File: src/verilog/cpu_fifo_port_cfg.svh
`ifndef CPU_FIFO_PORT_CFG_SVH
`define CPU_FIFO_PORT_CFG_SVH
// Address bit values on the port.
`define ADDR_DATA_PIPE 1'h0
`define ADDR_STATUS 1'h1
// Status byte field positions.
`define STAT_RX_AVAIL 0
`define STAT_TX_SPACE 1
`define STAT_SUSPEND 2
`define STAT_CONFIGURED 3
// Value shown in the unused status bits.
`define STAT_UNUSED_VAL 4'h0
// Reset value of the read data holding register.
`define RDATA_RESET 8'h00
// Transmit FIFO depth.
`define TX_FIFO_DEPTH 32
`endif

File: src/verilog/cpu_fifo_port_pkg.sv
`default_nettype none
package cpu_fifo_port_pkg;
  // Strobe state of the port after synchronisation.
  typedef struct packed {
    logic cs_n;
    logic addr;
    logic rd_n;
    logic wr_n;
  } port_ctl_t;
  // Status byte layout.
  typedef struct packed {
    logic [3:0] unused;
    logic configured;
    logic suspended;
    logic tx_space;
    logic rx_avail;
  } status_t;
endpackage
`default_nettype wire

File: src/verilog/cpu_fifo_port.sv
// Overview of operation
// - Port works only when the configuration input selects this mode.
// - Chip select high makes the port ignore address and both strobes.
// - Read strobe with address one drives the status byte on the bus.
// - Data bus is two-way: driven on reads, sampled on writes.
// - Status bit 0 is one while receive data waits.
// - Status bit 1 is one while the transmit pipe has room.
// - Status bit 2 shows suspend, status bit 3 shows configured.
// - Status bits 4 to 7 carry no meaning; the CPU ignores them.
// - Read strobe with address zero returns the next receive byte.
// - Write strobe with address zero pushes the bus byte for transmit.
// - Write strobe with address one requests a flush of pending transmit data.
// - The flush request is a one-cycle registered pulse in the port clock domain.
// - Each channel carries its own independent instance of this port.
`include "cpu_fifo_port_cfg.svh"
`default_nettype none
module cpu_fifo_port #(
  parameter int DEPTH = `TX_FIFO_DEPTH
) (
  input wire logic clock,
  input wire logic rst_n,
  input wire logic mode_enable,
  input wire logic cs_n,
  input wire logic port_addr_bit,
  input wire logic rd_n,
  input wire logic wr_n,
  input wire logic [7:0] port_data_in,
  output logic [7:0] port_data_out,
  output logic port_data_oe,
  input wire logic rx_valid,
  output logic rx_ready,
  input wire logic [7:0] rx_data,
  output logic tx_valid,
  input wire logic tx_ready,
  output logic [7:0] tx_data,
  output logic flush_req,
  input wire logic usb_suspended,
  input wire logic usb_configured
);
  // One instance serves one channel; nothing is shared between them.
  cpu_fifo_port_pkg::port_ctl_t raw_in, sync1_q, sync2_q, prev_q;
  cpu_fifo_port_pkg::status_t status;
  logic [7:0] din1_q, din2_q, wdata_q, wdata_d;
  logic [1:0] rst_sync_q;
  logic rst_i_n;
  logic mode1_q, mode2_q;
  logic rd_rise, wr_rise, rd_fall, active;
  logic [7:0] dout_q, dout_d;
  logic oe_q, oe_d;
  logic rx_ready_q, rx_ready_d;
  logic flush_q, flush_d;
  logic push_valid, push_ready;
  logic [7:0] fifo_out_data;
  logic fifo_out_valid;
  logic [7:0] txd_q, txd_d;
  logic txv_q, txv_d;
  logic fifo_pop;

  // Reset release through two flip-flops.
  always_ff @(posedge clock or negedge rst_n) begin
    if (!rst_n) begin
      rst_sync_q <= 2'h0;
    end else begin
      rst_sync_q <= {rst_sync_q[0], 1'b1};
    end
  end
  assign rst_i_n = rst_sync_q[1];

  // Pin inputs pass two flip-flops before any logic sees them.
  assign raw_in = '{cs_n: cs_n, addr: port_addr_bit, rd_n: rd_n,
                    wr_n: wr_n};
  always_ff @(posedge clock or negedge rst_i_n) begin
    if (!rst_i_n) begin
      sync1_q <= 4'hF;
      sync2_q <= 4'hF;
      prev_q <= 4'hF;
      din1_q <= 8'h00;
      din2_q <= 8'h00;
      mode1_q <= 1'b0;
      mode2_q <= 1'b0;
    end else begin
      sync1_q <= raw_in;
      sync2_q <= sync1_q;
      prev_q <= sync2_q;
      din1_q <= port_data_in;
      din2_q <= din1_q;
      mode1_q <= mode_enable;
      mode2_q <= mode1_q;
    end
  end

  // Strobe edges count only while the mode is on and chip select is low.
  always_comb begin
    active = mode2_q && !sync2_q.cs_n;
    rd_fall = active && prev_q.rd_n && !sync2_q.rd_n;
    rd_rise = active && !prev_q.rd_n && sync2_q.rd_n;
    wr_rise = active && !prev_q.wr_n && sync2_q.wr_n;
  end

  // Status byte assembled from live block state.
  always_comb begin
    status.rx_avail = rx_valid;
    status.tx_space = push_ready;
    status.suspended = usb_suspended;
    status.configured = usb_configured;
    status.unused = `STAT_UNUSED_VAL;
  end

  // Read path: capture data on the falling strobe, pop on the rising one.
  always_comb begin
    dout_d = dout_q;
    oe_d = active && !sync2_q.rd_n && sync2_q.wr_n;
    rx_ready_d = 1'b0;
    if (rd_fall) begin
      if (sync2_q.addr == `ADDR_STATUS) begin
        dout_d = status;
      end else begin
        dout_d = rx_data;
      end
    end
    if (rd_rise && sync2_q.addr == `ADDR_DATA_PIPE && rx_valid) begin
      rx_ready_d = 1'b1;
    end
  end

  // Write path: latch bus byte while the strobe is low; act on release.
  always_comb begin
    wdata_d = (active && !sync2_q.wr_n) ? din2_q : wdata_q;
    push_valid = wr_rise && sync2_q.addr == `ADDR_DATA_PIPE;
    flush_d = wr_rise && sync2_q.addr == `ADDR_STATUS;
  end

  always_ff @(posedge clock or negedge rst_i_n) begin
    if (!rst_i_n) begin
      dout_q <= `RDATA_RESET;
      oe_q <= 1'b0;
      rx_ready_q <= 1'b0;
      wdata_q <= 8'h00;
      flush_q <= 1'b0;
    end else begin
      dout_q <= dout_d;
      oe_q <= oe_d;
      rx_ready_q <= rx_ready_d;
      wdata_q <= wdata_d;
      flush_q <= flush_d;
    end
  end

  // Transmit pipe; a write while full is dropped as the CPU was told.
  tx_fifo #(.WIDTH(8), .DEPTH(DEPTH)) u_tx_fifo (
    .clock(clock),
    .rst_n(rst_i_n),
    .in_valid(push_valid),
    .in_ready(push_ready),
    .in_data(wdata_q),
    .out_valid(fifo_out_valid),
    .out_ready(fifo_pop),
    .out_data(fifo_out_data)
  );

  // Output stage registers the FIFO head for the USB side.
  always_comb begin
    fifo_pop = fifo_out_valid && (!txv_q || tx_ready);
    txv_d = txv_q;
    txd_d = txd_q;
    if (fifo_pop) begin
      txv_d = 1'b1;
      txd_d = fifo_out_data;
    end else if (tx_ready) begin
      txv_d = 1'b0;
    end
  end

  always_ff @(posedge clock or negedge rst_i_n) begin
    if (!rst_i_n) begin
      txv_q <= 1'b0;
      txd_q <= 8'h00;
    end else begin
      txv_q <= txv_d;
      txd_q <= txd_d;
    end
  end

  assign port_data_out = dout_q;
  assign port_data_oe = oe_q;
  assign rx_ready = rx_ready_q;
  assign tx_valid = txv_q;
  assign tx_data = txd_q;
  assign flush_req = flush_q;

  // Checks on the port behaviour, all in the single clock domain.

  // The bus stays released outside a selected read.
  a_no_drive_idle: assert property (
    @(posedge clock) disable iff (!rst_i_n)
    (sync2_q.cs_n || sync2_q.rd_n) |=> !oe_q)
    else $error("bus driven without chip select and read");

  // A selected read turns the bus around to the device.
  a_drive_on_read: assert property (
    @(posedge clock) disable iff (!rst_i_n)
    (mode2_q && !sync2_q.cs_n && !sync2_q.rd_n && sync2_q.wr_n) |=> oe_q)
    else $error("bus not driven during read");

  // The device never drives the bus while a write is in progress.
  a_oe_read_only: assert property (
    @(posedge clock) disable iff (!rst_i_n)
    oe_q |-> $past(sync2_q.wr_n))
    else $error("bus driven during write");

  // A status read captures the whole status byte at once.
  a_status_read: assert property (
    @(posedge clock) disable iff (!rst_i_n)
    (rd_fall && sync2_q.addr) |=> dout_q == $past(status))
    else $error("status byte wrong");

  // Data and space bits sit at their fixed field positions.
  a_status_flow: assert property (
    @(posedge clock) disable iff (!rst_i_n)
    (rd_fall && sync2_q.addr) |=>
    dout_q[`STAT_RX_AVAIL] == $past(rx_valid) &&
    dout_q[`STAT_TX_SPACE] == $past(push_ready))
    else $error("data or space bit wrong");

  // Suspend and configured bits follow the USB state.
  a_status_link: assert property (
    @(posedge clock) disable iff (!rst_i_n)
    (rd_fall && sync2_q.addr) |=>
    dout_q[`STAT_SUSPEND] == $past(usb_suspended) &&
    dout_q[`STAT_CONFIGURED] == $past(usb_configured))
    else $error("suspend or configured bit wrong");

  // A data pipe read captures the receive pipe head.
  a_rd_pipe_data: assert property (
    @(posedge clock) disable iff (!rst_i_n)
    (rd_fall && !sync2_q.addr) |=> dout_q == $past(rx_data))
    else $error("receive byte wrong");

  // A pop pulse lasts exactly one cycle.
  a_pop_once: assert property (
    @(posedge clock) disable iff (!rst_i_n)
    rx_ready_q |=> !rx_ready_q)
    else $error("double pop");

  // A pop follows the release of a data pipe read strobe.
  a_pop_cause: assert property (
    @(posedge clock) disable iff (!rst_i_n)
    rx_ready_q |-> $past(rd_rise) && !$past(sync2_q.addr))
    else $error("pop without read strobe");

  // A pop is only issued while the receive pipe holds data.
  a_pop_valid: assert property (
    @(posedge clock) disable iff (!rst_i_n)
    rx_ready_q |-> $past(rx_valid))
    else $error("pop from empty receive pipe");

  // A push follows the release of a data pipe write strobe.
  a_push_cause: assert property (
    @(posedge clock) disable iff (!rst_i_n)
    push_valid |-> !$past(sync2_q.wr_n) && !sync2_q.addr)
    else $error("push without write strobe");

  // The pushed byte is the last bus value seen under the strobe.
  a_push_data: assert property (
    @(posedge clock) disable iff (!rst_i_n)
    (push_valid && $past(active)) |-> wdata_q == $past(din2_q))
    else $error("pushed byte wrong");

  // A push request lasts exactly one cycle.
  a_push_once: assert property (
    @(posedge clock) disable iff (!rst_i_n)
    push_valid |=> !push_valid)
    else $error("double push");

  // A flush follows the release of a status address write strobe.
  a_flush_cause: assert property (
    @(posedge clock) disable iff (!rst_i_n)
    flush_q |-> $past(wr_rise) && $past(sync2_q.addr))
    else $error("flush without write strobe");

  // A flush pulse lasts exactly one cycle.
  a_flush_once: assert property (
    @(posedge clock) disable iff (!rst_i_n)
    flush_q |=> !flush_q)
    else $error("double flush");

  // Nothing happens while the port is deselected.
  a_cs_ignored: assert property (
    @(posedge clock) disable iff (!rst_i_n)
    sync2_q.cs_n |=> !flush_q && !rx_ready_q)
    else $error("action while deselected");

  // Nothing happens while the mode is off.
  a_mode_off: assert property (
    @(posedge clock) disable iff (!rst_i_n)
    !mode2_q |=> !oe_q && !flush_q)
    else $error("port active while mode off");

  // A byte offered to the USB side holds until it is taken.
  a_tx_hold: assert property (
    @(posedge clock) disable iff (!rst_i_n)
    (txv_q && !tx_ready) |=> txv_q && $stable(txd_q))
    else $error("transmit byte dropped or changed");

  // Main scenarios that the bench is expected to reach.
  c_status_read: cover property (@(posedge clock) rd_fall && sync2_q.addr);
  c_data_pop: cover property (@(posedge clock) rx_ready_q);
  c_push: cover property (@(posedge clock) push_valid && push_ready);
  c_flush: cover property (@(posedge clock) flush_q);
  c_tx_out: cover property (@(posedge clock) txv_q && tx_ready);
endmodule
`default_nettype wire

File: src/verilog/tx_fifo.sv
`include "cpu_fifo_port_cfg.svh"
`default_nettype none
module tx_fifo #(
  parameter int WIDTH = 8,
  parameter int DEPTH = `TX_FIFO_DEPTH
) (
  input wire logic clock,
  input wire logic rst_n,
  input wire logic in_valid,
  output logic in_ready,
  input wire logic [WIDTH-1:0] in_data,
  output logic out_valid,
  input wire logic out_ready,
  output logic [WIDTH-1:0] out_data
);
  localparam int AW = $clog2(DEPTH);
  logic [WIDTH-1:0] mem_q [DEPTH];
  logic [AW-1:0] wp_q, wp_d, rp_q, rp_d;
  logic [AW:0] cnt_q, cnt_d;
  logic push, pop;

  // Handshakes and pointer updates.
  always_comb begin
    push = in_valid && in_ready;
    pop = out_valid && out_ready;
    wp_d = push ? AW'(wp_q + 1'b1) : wp_q;
    rp_d = pop ? AW'(rp_q + 1'b1) : rp_q;
    cnt_d = cnt_q;
    if (push && !pop) begin
      cnt_d = (AW+1)'(cnt_q + 1'b1);
    end else if (pop && !push) begin
      cnt_d = (AW+1)'(cnt_q - 1'b1);
    end
  end

  always_ff @(posedge clock or negedge rst_n) begin
    if (!rst_n) begin
      wp_q <= '0;
      rp_q <= '0;
      cnt_q <= '0;
    end else begin
      wp_q <= wp_d;
      rp_q <= rp_d;
      cnt_q <= cnt_d;
    end
  end

  // Storage written at the write pointer.
  always_ff @(posedge clock) begin
    if (push) begin
      mem_q[wp_q] <= in_data;
    end
  end

  // Honest full and empty flags.
  always_comb begin
    in_ready = (cnt_q != (AW+1)'(DEPTH));
    out_valid = (cnt_q != '0);
    out_data = mem_q[rp_q];
  end
endmodule
`default_nettype wire
File: config.mk
export PLATFORM = sky130hd
export DESIGN_NAME = cpu_fifo_port
export DESIGN_NICKNAME = d
export VERILOG_FILES = /design/src/verilog/cpu_fifo_port_pkg.sv /design/src/verilog/cpu_fifo_port.sv /design/src/verilog/tx_fifo.sv
export VERILOG_INCLUDE_DIRS = /design/src /design/src/verilog
export SDC_FILE = /design/constraint.sdc
export NUM_CORES = 1
export LEC_CHECK = 0
export BUFFER_PORTS_ARGS = -buffer_cell sky130_fd_sc_hd__buf_2
export CAP_MARGIN = 10
export CELL_PAD_IN_SITES_DETAIL_PLACEMENT = 0
export CELL_PAD_IN_SITES_GLOBAL_PLACEMENT = 1
export CORE_MARGIN = 4
export CORE_UTILIZATION = 25
export DETAILED_ROUTE_END_ITERATION = 12
export PLACE_DENSITY_LB_ADDON = 0.05
export SLEW_MARGIN = 20
export SYNTH_ARGS = -nofsm -noshare
export SYNTH_HDL_FRONTEND = slang
export SYNTH_SLANG_ARGS = --single-unit
File: constraint.sdc
create_clock -name clock -period 3.3 [get_ports clock]
set_clock_uncertainty 0.15 [all_clocks]
set_input_delay 0.99 -clock clock [delete_from_list [all_inputs] [get_ports clock]]
set_output_delay 0.99 -clock clock [all_outputs]
set_load 0.03 [all_outputs]
==> out/qor.csv, run 1 <==
stage,metric,value,unit
outcome,outcome,completed,
sta,Worst Tran Pin Value,1.01,ns
synth,cell accounting for the most synthesized area,edfxtp_1,
critical_path,worst r2r src,u_tx_fifo.cnt_q[1],
clock_tree,clk sinks,330,
sta,Fmax achieved,329,MHz
final_layout,layout cells sized above 1,23.1,%
clock_tree,Clock transition at path regs,0.06,ns
route,DRC Markers,0,
global_route,vias in the first global route,7061,
synth,Synth Warn #,0,
final_layout,non-filler instance count after layout,1559,
worst_hold_path,hold crit path type,input pin to asynchronous set/reset pin,
synth,Synth area leaders,"edfxtp_1 (59%), dfrtp_1 (12%), mux2i_1 (6.5%)",
place,Post-Place Cells,1483,
floorplanning,CORE AREA,0.0513,sq mm
floorplanning,Die Y,236,um
final_layout,most frequent cells in the layout,"edfxtp_1 (256), mux2i_1 (84), dfrtp_1 (61)",
clock_tree,Root Buffer Master,clkbuf_16,
global_route,first-pass GRT wire length,48.6,mm
sta,crit share post-route,92.2,%
synth,synthesized area,0.0129,sq mm
critical_path,"setup slack, reg-to-reg",0.26,ns
job,maxcap violations,0,
floorplanning,Die Span X,236,um
critical_path,crit path capture type,flip-flop,
place,port bufs,46,
final_layout,"commonest non-fill, non-tap cell in the layout",edfxtp_1,
sta,Fin. Hold Viols,0,
global_route,initial antenna violation count,1,
synth,Syn Area/Cell,17.5,sq um
clock_tree,clock buffer depth,3,
sta,unrepaired setup endpoints after global routing,no,
clock_tree,clock latency on the worst-skew pair,0.55,ns
critical_path,worst reg2reg endpoint,u_tx_fifo.cnt_q[5],
sta,Hold WS,0.0686,ns
synth,"Primary FF master, synth",edfxtp_1,
clock_tree,Hold Buf Count CTS,0,
power_and_ir_drop,Max VDD drop,312,uV
sta,setup_tns,0,ns
place,detailed placement HPWL,21.2,mm
power_and_ir_drop,Pleak,5.61,nW
route,via count,6684,
clock_tree,post_cts resized,0,
power_and_ir_drop,Final Total Pwr,12.7,mW
global_route,overall routing resource usage,11.9,%
critical_path,worst r2r path cells,12,
floorplanning,IO Pins,47,
route,drt initial violations,376,
floorplanning,row count,83,
synth,top-area cell type share of the netlist area,59.4,%
final_layout,area grow syn2layout,19.9,%
sta,Slew Limit Fails,0,
floorplanning,die area,0.0555,sq mm
final_layout,Final #Nets,885,
critical_path,Worst Path Max Fanout,6,
global_route,largest net degree at the start of global routing,73,
clock_tree,CTS tree,yes,
clock_tree,"Setup Fix Bufs, Post-CTS",0,
sta,final setup vio count,0,
synth,Synth async-reset ratio,22.4,%
synth,"Seq/Total Area, Yosys",73.8,%
final_layout,filler instances,5072,
place,GPL Wtd Cong,0.698,
synth,Gate Count Post-Synth,739,
synth,Netlist cell types,59,
sta,fin crit period,3.04,ns
synth,Synth Net Count,778,
sta,Relative slew margins,33.0,%
power_and_ir_drop,Power Density,818,mW/mm^2
critical_path,Crit Path Category,flip-flop to flip-flop,
critical_path,CP required,3.62,ns
route,wire length per cell,21.3,um
synth,number of synthesized flops with an enable pin,256,
clock_tree,CTS Buf Count,40,
global_route,GRT overflow,0,
synth,register bit total from synthesis,330,
route,post-route ant nets,0,
route,drt via density,4.29,
critical_path,startpoint class of the critical path,flip-flop,
floorplanning,Initial Utilization,25.2,%
critical_path,WP data arrival,3.37,ns
route,DR pass1 iterations,5,
route,WL final,33.2,mm
clock_tree,CTS H-tree lvls,2,
registers in the layout, summed over array words and instances, names as in the netlist:
signal           cells
din1_q               8
din2_q               8
flush_req            1
mode1_q              1
mode2_q              1
port_data_oe         1
port_data_out        8
prev_q               2
rst_sync_q           2
rx_ready             1
sync1_q              4
sync2_q              4
tx_data              8
tx_valid             1
u_tx_fifo.cnt_q      6
u_tx_fifo.mem_q    256
u_tx_fifo.rp_q       5
u_tx_fifo.wp_q       5
wdata_q              8
area by class of cell:
cell class / count / area, sq um / share of cell area, %
multi-input combinational: 365 / 3080 / 19.8
tap: 680 / 851 / 5.48
inverter: 9 / 35.0 / 0.226
clock inverter: 18 / 144 / 0.926
clock buffer: 56 / 1170 / 7.52
antenna: 1 / 2.50 / 0.0161
timing repair buffer: 100 / 693 / 4.46
sequential: 330 / 9560 / 61.6
power breakdown:
part / total, mW / internal, mW / switching, mW / leakage, nW
logic: 3.14 / 1.26 / 1.88 / 1.77
clock network: 4.33 / 2.63 / 1.70 / 0.656
registers: 5.23 / 4.84 / 0.391 / 3.18
total: 12.7 / 8.73 / 3.97 / 5.61
worst max-delay path by stage:
stage                             startpoint            endpoint  slack (ns)  depth (start not counted)
after floorplan                     tx_ready  u_tx_fifo.cnt_q[5]        0.03                         12
after global placement              tx_ready  u_tx_fifo.cnt_q[5]        0.06                         12
after detailed placement            tx_ready  u_tx_fifo.cnt_q[5]        0.06                         12
after CTS                 u_tx_fifo.cnt_q[1]  u_tx_fifo.cnt_q[5]        0.25                         12
after global routing      u_tx_fifo.cnt_q[0]  u_tx_fifo.cnt_q[5]        0.06                         12
final                     u_tx_fifo.cnt_q[1]  u_tx_fifo.cnt_q[5]        0.26                         12
through the flow:
step,worst slack (ns),instance area (sq um),utilization (%)
6_report,0.258,15500,30.3
3_3_place_gp,0.0617,14200,27.7
2_1_floorplan,0.0250,12900,-
4_1_cts,0.247,15500,30.2
3_5_place_dp,0.0565,14200,27.7
5_1_grt,0.0567,15500,30.3
worst max-delay path, cell delays in order, from the launching register on:
cell and delay (ns):
dfrtp_1 0.43, nor4_4 0.41, nor3b_2 0.28, nor2b_2 0.08, clkinv_2 0.06, ha_1 0.20, inv_1 0.15, ha_1 0.35
a21oi_1 0.16, nand2_1 0.10, a31oi_1 0.20, mux2i_1 0.25, xnor2_1 0.14
synthesized netlist by cell type (2+ instances only):
cell / number
edfxtp_1: 256
mux2i_1: 84
dfrtp_1: 64
nor2_1: 48
nand2_1: 46
o22ai_1: 23
mux4_1: 18
a22oi_1: 14
o21ai_0: 14
ha_1: 11
dfstp_2: 10
nand3_1: 10
xnor2_1: 10
a21oi_1: 9
inv_1: 8
mux2_2: 8
a211oi_1: 7
a32o_1: 7
buf_4: 7
o21ai_1: 7
buf_6: 6
clkbuf_1: 6
mux4_2: 6
buf_2: 5
buf_1: 4
nor2b_1: 4
a22o_1: 3
buf_12: 3
a21o_1: 2
and2_1: 2
buf_8: 2
nand2b_1: 2
nand3b_1: 2
nand3b_2: 2
nand4_1: 2
nor4_1: 2
or3b_2: 2
xor2_1: 2
per-layer routing:
layer | share of wire [%] | track usage (%) | up-vias
met4 | 2.3 | 3.84 | 0
met1 | 47 | 16.3 | 3431
li1 | - | - | 3092
met2 | 48 | 19.3 | 108
met5 | 0 | 0 | -
met3 | 3.3 | 1.98 | 53
kinds of logic (layout without fill, tap and decap cells):
family                     count (synthesis)  in the layout  synth area share (%)
other                                      1              2                0.0290
xor gates and xnor gates                  12             12                 0.812
muxes                                    116            116                  11.9
buffers and inverters                     44            183                  2.47
AOI/OAI and AO/OA                         93             93                  4.97
adders and majority gates                 12             12                  1.22
DFF                                      330            330                  73.8
and+or+nand+nor                          131            131                  4.85
Power figures use the tool's default switching activity.
==> run 2, diff against run 1 <==
Settings changed: CAP_MARGIN 10 to 15.
Clock period 3.3 ns to 2.9 ns, I/O delays scaled along.
==> out/qor.csv, run 2 (synthesized netlist as in run 1, its figures left out) <==
stage,metric,value,unit,change
outcome,outcome,completed,,
global_route,vias in the first global route,7232,,+2.4%
global_route,largest net degree at the start of global routing,41,,-44%
floorplanning,CORE AREA,0.0513,sq mm,unchanged
global_route,initial antenna violation count,2,,+1
critical_path,Worst Path Max Fanout,6,,unchanged
sta,Slew Limit Fails,0,,unchanged
clock_tree,clock buffer depth,3,,unchanged
clock_tree,Clock transition at path regs,0.06,ns,about the same
power_and_ir_drop,Clock Power Share,36.2,%,+2.1 points
route,wire length per cell,21.2,um,-0.12%
floorplanning,row count,83,,unchanged
sta,final setup vio count,0,,unchanged
final_layout,area grow syn2layout,22.8,%,
final_layout,"commonest non-fill, non-tap cell in the layout",edfxtp_1,,
critical_path,crit path capture type,flip-flop,,
sta,Fin. Hold Viols,0,,unchanged
power_and_ir_drop,sequential fraction of design power,38.6,%,-2.6 points
power_and_ir_drop,Psw,4.60,mW,+16%
job,maxcap violations,0,,unchanged
power_and_ir_drop,combinational fraction of design power,25.2,%,+0.5 points
final_layout,Final #Nets,903,,+2.0%
floorplanning,Initial Utilization,25.2,%,unchanged
power_and_ir_drop,Sw Ratio,30.1,%,-1.1 points
power_and_ir_drop,Internal Power,10.7,mW,+22%
route,via count,6814,,+1.9%
critical_path,WP data arrival,3.04,ns,-0.33 ns
global_route,first-pass GRT wire length,49.3,mm,+1.5%
power_and_ir_drop,Max VDD drop,404,uV,+30%
floorplanning,IO Pins,47,,unchanged
power_and_ir_drop,Final Total Pwr,15.3,mW,+20%
sta,Relative slew margins,41.6,%,+8.6 points
clock_tree,CTS tree,yes,,
final_layout,largest register by flop count,u_tx_fifo.mem_q,,
critical_path,Crit Path Category,flip-flop to flip-flop,,
place,port bufs,46,,unchanged
clock_tree,Root Buffer Master,clkbuf_16,,
sta,Fmax achieved,368,MHz,+12%
route,DR pass1 iterations,4,,-1
clock_tree,CTS H-tree lvls,2,,unchanged
final_layout,layout cells sized above 1,24.9,%,+1.7 points
sta,Worst Tran Pin Value,0.876,ns,-0.129 ns
route,drt via density,4.32,,+0.78%
place,GPL Wtd Cong,0.728,,+4.4%
route,post-route ant nets,0,,unchanged
route,drt initial violations,319,,-15%
critical_path,worst r2r path cells,12,,unchanged
critical_path,CP required,3.23,ns,-0.39 ns
floorplanning,Die Y,236,um,unchanged
final_layout,most frequent cells in the layout,"edfxtp_1 (256), mux2i_1 (84), buf_4 (64)",,
final_layout,max FFs per register,256,,unchanged
place,detailed placement HPWL,21.5,mm,+1.4%
floorplanning,Die Span X,236,um,unchanged
global_route,GRT overflow,0,,unchanged
sta,crit share post-route,93.7,%,+1.5 points
route,DRC Markers,0,,unchanged
final_layout,end-of-flow core utilization,31.0,%,+0.72 points
global_route,overall routing resource usage,12.0,%,+0.13 points
floorplanning,die area,0.0555,sq mm,unchanged
worst_hold_path,hold crit path type,flip-flop to asynchronous set/reset pin,,
final_layout,ANT cells,0,,-1
route,WL final,33.5,mm,+1.0%
power_and_ir_drop,Pleak,5.78,nW,+2.9%
power_and_ir_drop,Power Density,960,mW/mm^2,+17%
sta,fin crit period,2.72,ns,-0.325 ns
critical_path,startpoint class of the critical path,flip-flop,,
clock_tree,clk sinks,330,,unchanged
clock_tree,clock latency on the worst-skew pair,0.56,ns,about the same
clock_tree,CTS Buf Count,41,,+2.5%
run 2: cell types whose count changed in the layout (fill, tap and decap cells not counted), moves of 3 or more:
cell / previous run / this run
bufinv_16: 2 / 8
clkinv_2: 10 / 4
clkinv_1: 4 / 8
buf_4: 50 / 64
buf_12: 3 / 6
run 2: worst max-delay path, cell delays in order, from the launching register on:
cell	delay, ns
dfrtp_2	0.44
nor4_4	0.35
nor3b_4	0.29
nor2b_4	0.08
clkinv_4	0.06
ha_4	0.14
inv_4	0.05
ha_4	0.24
a21oi_2	0.15
nand2_1	0.08
a31oi_1	0.21
mux2i_1	0.26
xnor2_1	0.14
run 2: layout make-up:
class,instances,area [sq um]
clock buffers,54,1180
clock inverters,22,307
fillers,5086,35400
inverters,9,41.3
multi-input cells,365,3120
flip-flops and latches,330,9560
well taps,680,851
repair buffers,117,841
run 2: final timing paths:
check / slack (ns) / end / startpoint
max: 0.18 / u_tx_fifo.cnt_q[5] / u_tx_fifo.cnt_q[2]
min: 0.20 / wdata_q[4] / rst_sync_q[1]
max reg2reg: 0.18 / u_tx_fifo.cnt_q[5] / u_tx_fifo.cnt_q[2]
min reg2reg: 0.20 / wdata_q[4] / rst_sync_q[1]
max in group asynchronous: 1.70 / sync1_q[0] / rst_sync_q[1]
min in group clock: 0.20 / din2_q[1] / din1_q[1]
run 2: power by group through the flow:
| stage | logic [mW] | clock network, mW | registers [mW] |
|---|---|---|---|
| 6_report | 3.85 | 5.53 | 5.90 |
| 2_1_floorplan | 2.50 | 0 | 6.01 |
| 3_5_place_dp | 3.89 | 0 | 6.00 |
| 4_1_cts | 3.91 | 5.72 | 5.91 |
| 5_1_grt | 4.18 | 5.94 | 5.94 |
| 3_3_place_gp | 3.88 | 0 | 5.99 |
run 2: metal layers:
metal	share of wire (%)	routed length, um	global-route usage (%)	vias to the layer above
met5	0.039	13	0	-
met3	3.5	1190	2.85	70
met1	47	15700	16.1	3512
met2	47	15700	19.4	103
met4	2.7	897	3.61	2
li1	-	-	-	3127
run 2: repair_timing:
item / 4_1_cts / 5_1_grt
hold buffers: 1 / 0
setup endpoints to repair: 0 / 1
buffers inserted: 0 / 3
gates resized for setup: 0 / 6
endpoints found under the hold margin: 2 / 0
run 2: through the flow:
step                      hold slack (ns)  worst slack, ns  setup TNS [ns]  cells  instance area [sq um]
after floorplan                     0.181          0.00665               0    739                  13000
after global placement              0.183          0.00582               0   1497                  14400
after detailed placement            0.185         -0.00903        -0.00903   1497                  14400
after CTS                           0.198           0.0737               0   1574                  15900
after global routing                0.201        -0.000906       -0.000906   1577                  15900
final                               0.196            0.183               0   1577                  15900
==> run 3, diff against run 2 <==
Settings changed: ABC_AREA from default to 1.
==> out/qor.csv, run 3 <==
stage,metric,value,unit,change
outcome,outcome,completed,,
critical_path,crit path capture type,flip-flop,,
clock_tree,CTS tree,yes,,
floorplanning,Die Y,242,um,+2.8%
clock_tree,CTS H-tree lvls,2,,unchanged
global_route,initial antenna violation count,0,,-2
route,DR pass1 iterations,4,,unchanged
synth,Netlist cell types,33,,-44%
final_layout,"commonest non-fill, non-tap cell in the layout",nand2_1,,
synth,top-area cell type share of the netlist area,56.0,%,-3.4 points
route,drt initial violations,468,,+47%
clock_tree,Root Buffer Master,clkbuf_16,,
synth,Synth area leaders,"edfxtp_1 (56%), dfrtp_1 (12%), nand2_1 (11%)",,
global_route,grt met1 use,18.2,%,+2.1 points
route,post-route ant nets,0,,unchanged
synth,"Seq/Total Area, Yosys",69.6,%,-4.2 points
final_layout,ANT cells,0,,unchanged
final_layout,most frequent cells in the layout,"nand2_1 (395), edfxtp_1 (256), nand3_1 (166)",,
clock_tree,Clock transition at path regs,0.06,ns,about the same
global_route,GRT overflow,0,,unchanged
place,detailed placement HPWL,24.2,mm,+13%
global_route,busiest layer in global routing,met2,,
final_layout,end-of-flow core utilization,30.3,%,-0.68 points
power_and_ir_drop,Clock Power Share,33.0,%,-3.2 points
global_route,met3 Use GR,2.63,%,-0.21 points
final_layout,largest register by flop count,u_tx_fifo.mem_q,,
power_and_ir_drop,sequential fraction of design power,36.9,%,-1.7 points
sta,Worst Tran Pin Value,0.719,ns,-0.157 ns
clock_tree,clock latency on the worst-skew pair,0.55,ns,about the same
power_and_ir_drop,Pleak,6.69,nW,+16%
final_layout,layout cells sized above 1,15.0,%,-9.9 points
sta,crit share post-route,89.4,%,-4.3 points
route,WL final,39.5,mm,+18%
power_and_ir_drop,Internal Power,10.0,mW,-6.0%
power_and_ir_drop,Final Total Pwr,15.8,mW,+3.3%
place,GPL Wtd Cong,0.711,,-2.5%
sta,final setup vio count,0,,unchanged
synth,Synth top cells by count,"nand2_1 (395), edfxtp_1 (256), nand3_1 (166)",,
critical_path,Crit. Startpoint,sync2_q[0],,
power_and_ir_drop,Psw,5.74,mW,+25%
final_layout,max FFs per register,256,,unchanged
global_route,first-pass GRT wire length,59.7,mm,+21%
route,wire length per cell,18.9,um,-11%
place,port bufs,46,,unchanged
worst_hold_path,hold crit path type,flip-flop to asynchronous set/reset pin,,
global_route,largest net degree at the start of global routing,89,,+120%
floorplanning,CORE AREA,0.0541,sq mm,+5.5%
sta,fin crit period,2.59,ns,-0.125 ns
power_and_ir_drop,Max VDD drop,513,uV,+27%
synth,number of synthesized flops with an enable pin,256,,unchanged
power_and_ir_drop,Sw Ratio,36.4,%,+6.3 points
synth,Syn Area/Cell,10.9,sq um,-38%
final_layout,area grow syn2layout,19.6,%,
place,placed inst area,0.0150,sq mm,+4.6%
job,maxcap violations,0,,unchanged
route,via count,8803,,+29%
floorplanning,Die Span X,242,um,+2.8%
sta,Fmax achieved,386,MHz,+4.8%
floorplanning,die area,0.0587,sq mm,+5.8%
sta,setup_tns,0,ns,unchanged
final_layout,Final Instance Area,0.0164,sq mm,+3.2%
synth,synthesized area,0.0137,sq mm,+6.0%
critical_path,startpoint class of the critical path,flip-flop,,
global_route,overall routing resource usage,13.4,%,+1.4 points
power_and_ir_drop,Power Density,961,mW/mm^2,about the same
critical_path,CP required,3.19,ns,-0.04 ns
synth,Synth Net Count,1296,,+67%
synth,"Primary FF master, synth",edfxtp_1,,
sta,Relative slew margins,51.9,%,+10 points
floorplanning,IO Pins,47,,unchanged
synth,cell accounting for the most synthesized area,edfxtp_1,,
synth,Synth Warn #,0,,unchanged
critical_path,worst r2r src,sync2_q[0],,
synth,Synth async-reset ratio,22.4,%,unchanged
synth,register bit total from synthesis,330,,unchanged
critical_path,Worst Path Max Fanout,5,,-1
critical_path,WP data arrival,2.88,ns,-0.16 ns
critical_path,Crit Path Category,flip-flop to flip-flop,,
global_route,met2 usage,22.3,%,+2.9 points
clock_tree,"Setup Fix Bufs, Post-CTS",0,,unchanged
clock_tree,clk sinks,330,,unchanged
sta,Slew Limit Fails,0,,unchanged
route,drt via density,4.22,,-2.2%
floorplanning,row count,85,,+2.4%
sta,Hold WS,0.173,ns,-0.0233 ns
power_and_ir_drop,combinational fraction of design power,30.0,%,+4.8 points
floorplanning,Initial Utilization,25.4,%,+0.11 points
sta,unrepaired setup endpoints after global routing,no,,
sta,Fin. Hold Viols,0,,unchanged
global_route,vias in the first global route,9004,,+25%
clock_tree,CTS Buf Count,42,,+2.4%
route,DRC Markers,0,,unchanged
synth,Gate Count Post-Synth,1257,,+70%
clock_tree,clock buffer depth,3,,unchanged
final_layout,Final #Nets,1394,,+54%
synth,most frequent cell after synthesis,nand2_1,,
final_layout,filler instances,5537,,+8.9%
-- run 3: cell types whose count changed after synthesis, moves of 9 or more --
cell and change:
buf_2 +25, nand2_1 +349, a22oi_1 -14, a21oi_1 +12, mux4_1 -18, mux2i_1 -84
o22ai_1 -23, nor2_1 +41, o21ai_0 +9, nand3_1 +156, inv_1 +111
-- run 3: layer usage --
metal,wire (um),up-vias,part of all wire [%]
li1,-,4350,-
met1,18800,4278,48
met2,18700,123,47
met3,1300,52,3.3
met4,693,0,1.8
met5,0,-,0
-- run 3: final cells by class --
| class | instances | area, sq um | area share (%) |
|---|---|---|---|
| Clock buffer | 64 | 1300 | 7.91 |
| Clock inverter | 13 | 90.1 | 0.549 |
| Inverter | 127 | 479 | 2.92 |
| Multi-Input combinational cell | 744 | 3360 | 20.5 |
| Sequential cell | 330 | 9560 | 58.2 |
| Tap cell | 696 | 871 | 5.31 |
| Timing Repair Buffer | 110 | 751 | 4.57 |
-- run 3: worst max-delay path, cell delays in order (launching register included) --
cell	delay [ns]
dfstp_2	0.53
inv_1	0.05
nor2_1	0.08
nand2_1	0.14
nor3_4	0.21
ha_2	0.24
inv_1	0.11
ha_1	0.33
a21oi_1	0.21
o211ai_1	0.14
xor2_1	0.16
nand2_1	0.07
nand2_1	0.04
-- run 3: power groups by stage --
stage          combinational, mW  sequential, mW  clock, mW
3_3_place_gp                4.94            5.93          0
3_5_place_dp                4.91            5.93          0
5_1_grt                     5.34            5.87       5.62
2_1_floorplan               2.94            6.01          0
4_1_cts                     4.93            5.83       5.41
6_report                    4.73            5.83       5.21
-- run 3: worst paths after layout --
kind                                      end  slack (ns)  depth (start not counted)
setup / recovery           u_tx_fifo.cnt_q[5]        0.31                         12
hold / removal                      din2_q[0]        0.17                          0
setup reg to reg           u_tx_fifo.cnt_q[5]        0.31                         12
hold reg to reg                     din2_q[0]        0.17                          0
max in group asynchronous          sync2_q[2]        1.65                          1
min in group clock                  din2_q[1]        0.20                          0
-- run 3: cells by family after synthesis --
kind of cell               after synthesis  share of synthesized area [%]
and+or+nand+nor                        661                           20.0
DFF                                    330                           69.6
buffers and inverters                  183                           5.91
AOI/OAI and AO/OA                       50                           1.90
adders and majority gates               12                           1.15
xor gates and xnor gates                12                          0.766
muxes                                    8                          0.656
other                                    1                         0.0273
-- run 3: through the flow --
| step | cells | setup WS (ns) |
|---|---|---|
| 5_1_grt | 2084 | 0.0657 |
| 4_1_cts | 2084 | 0.216 |
| 6_report | 2084 | 0.308 |
| 2_1_floorplan | 1257 | 0.200 |
| 3_5_place_dp | 2006 | 0.114 |
| 3_3_place_gp | 2006 | 0.141 |
-- run 3: timing repair --
| action | 4_1_cts | 5_1_grt |
|---|---|---|
| hold buffers | 1 | 0 |
| setup endpoints to repair | 0 | 1 |
| resized for setup | 0 | 1 |
| endpoints found under the hold margin | 2 | 0 |
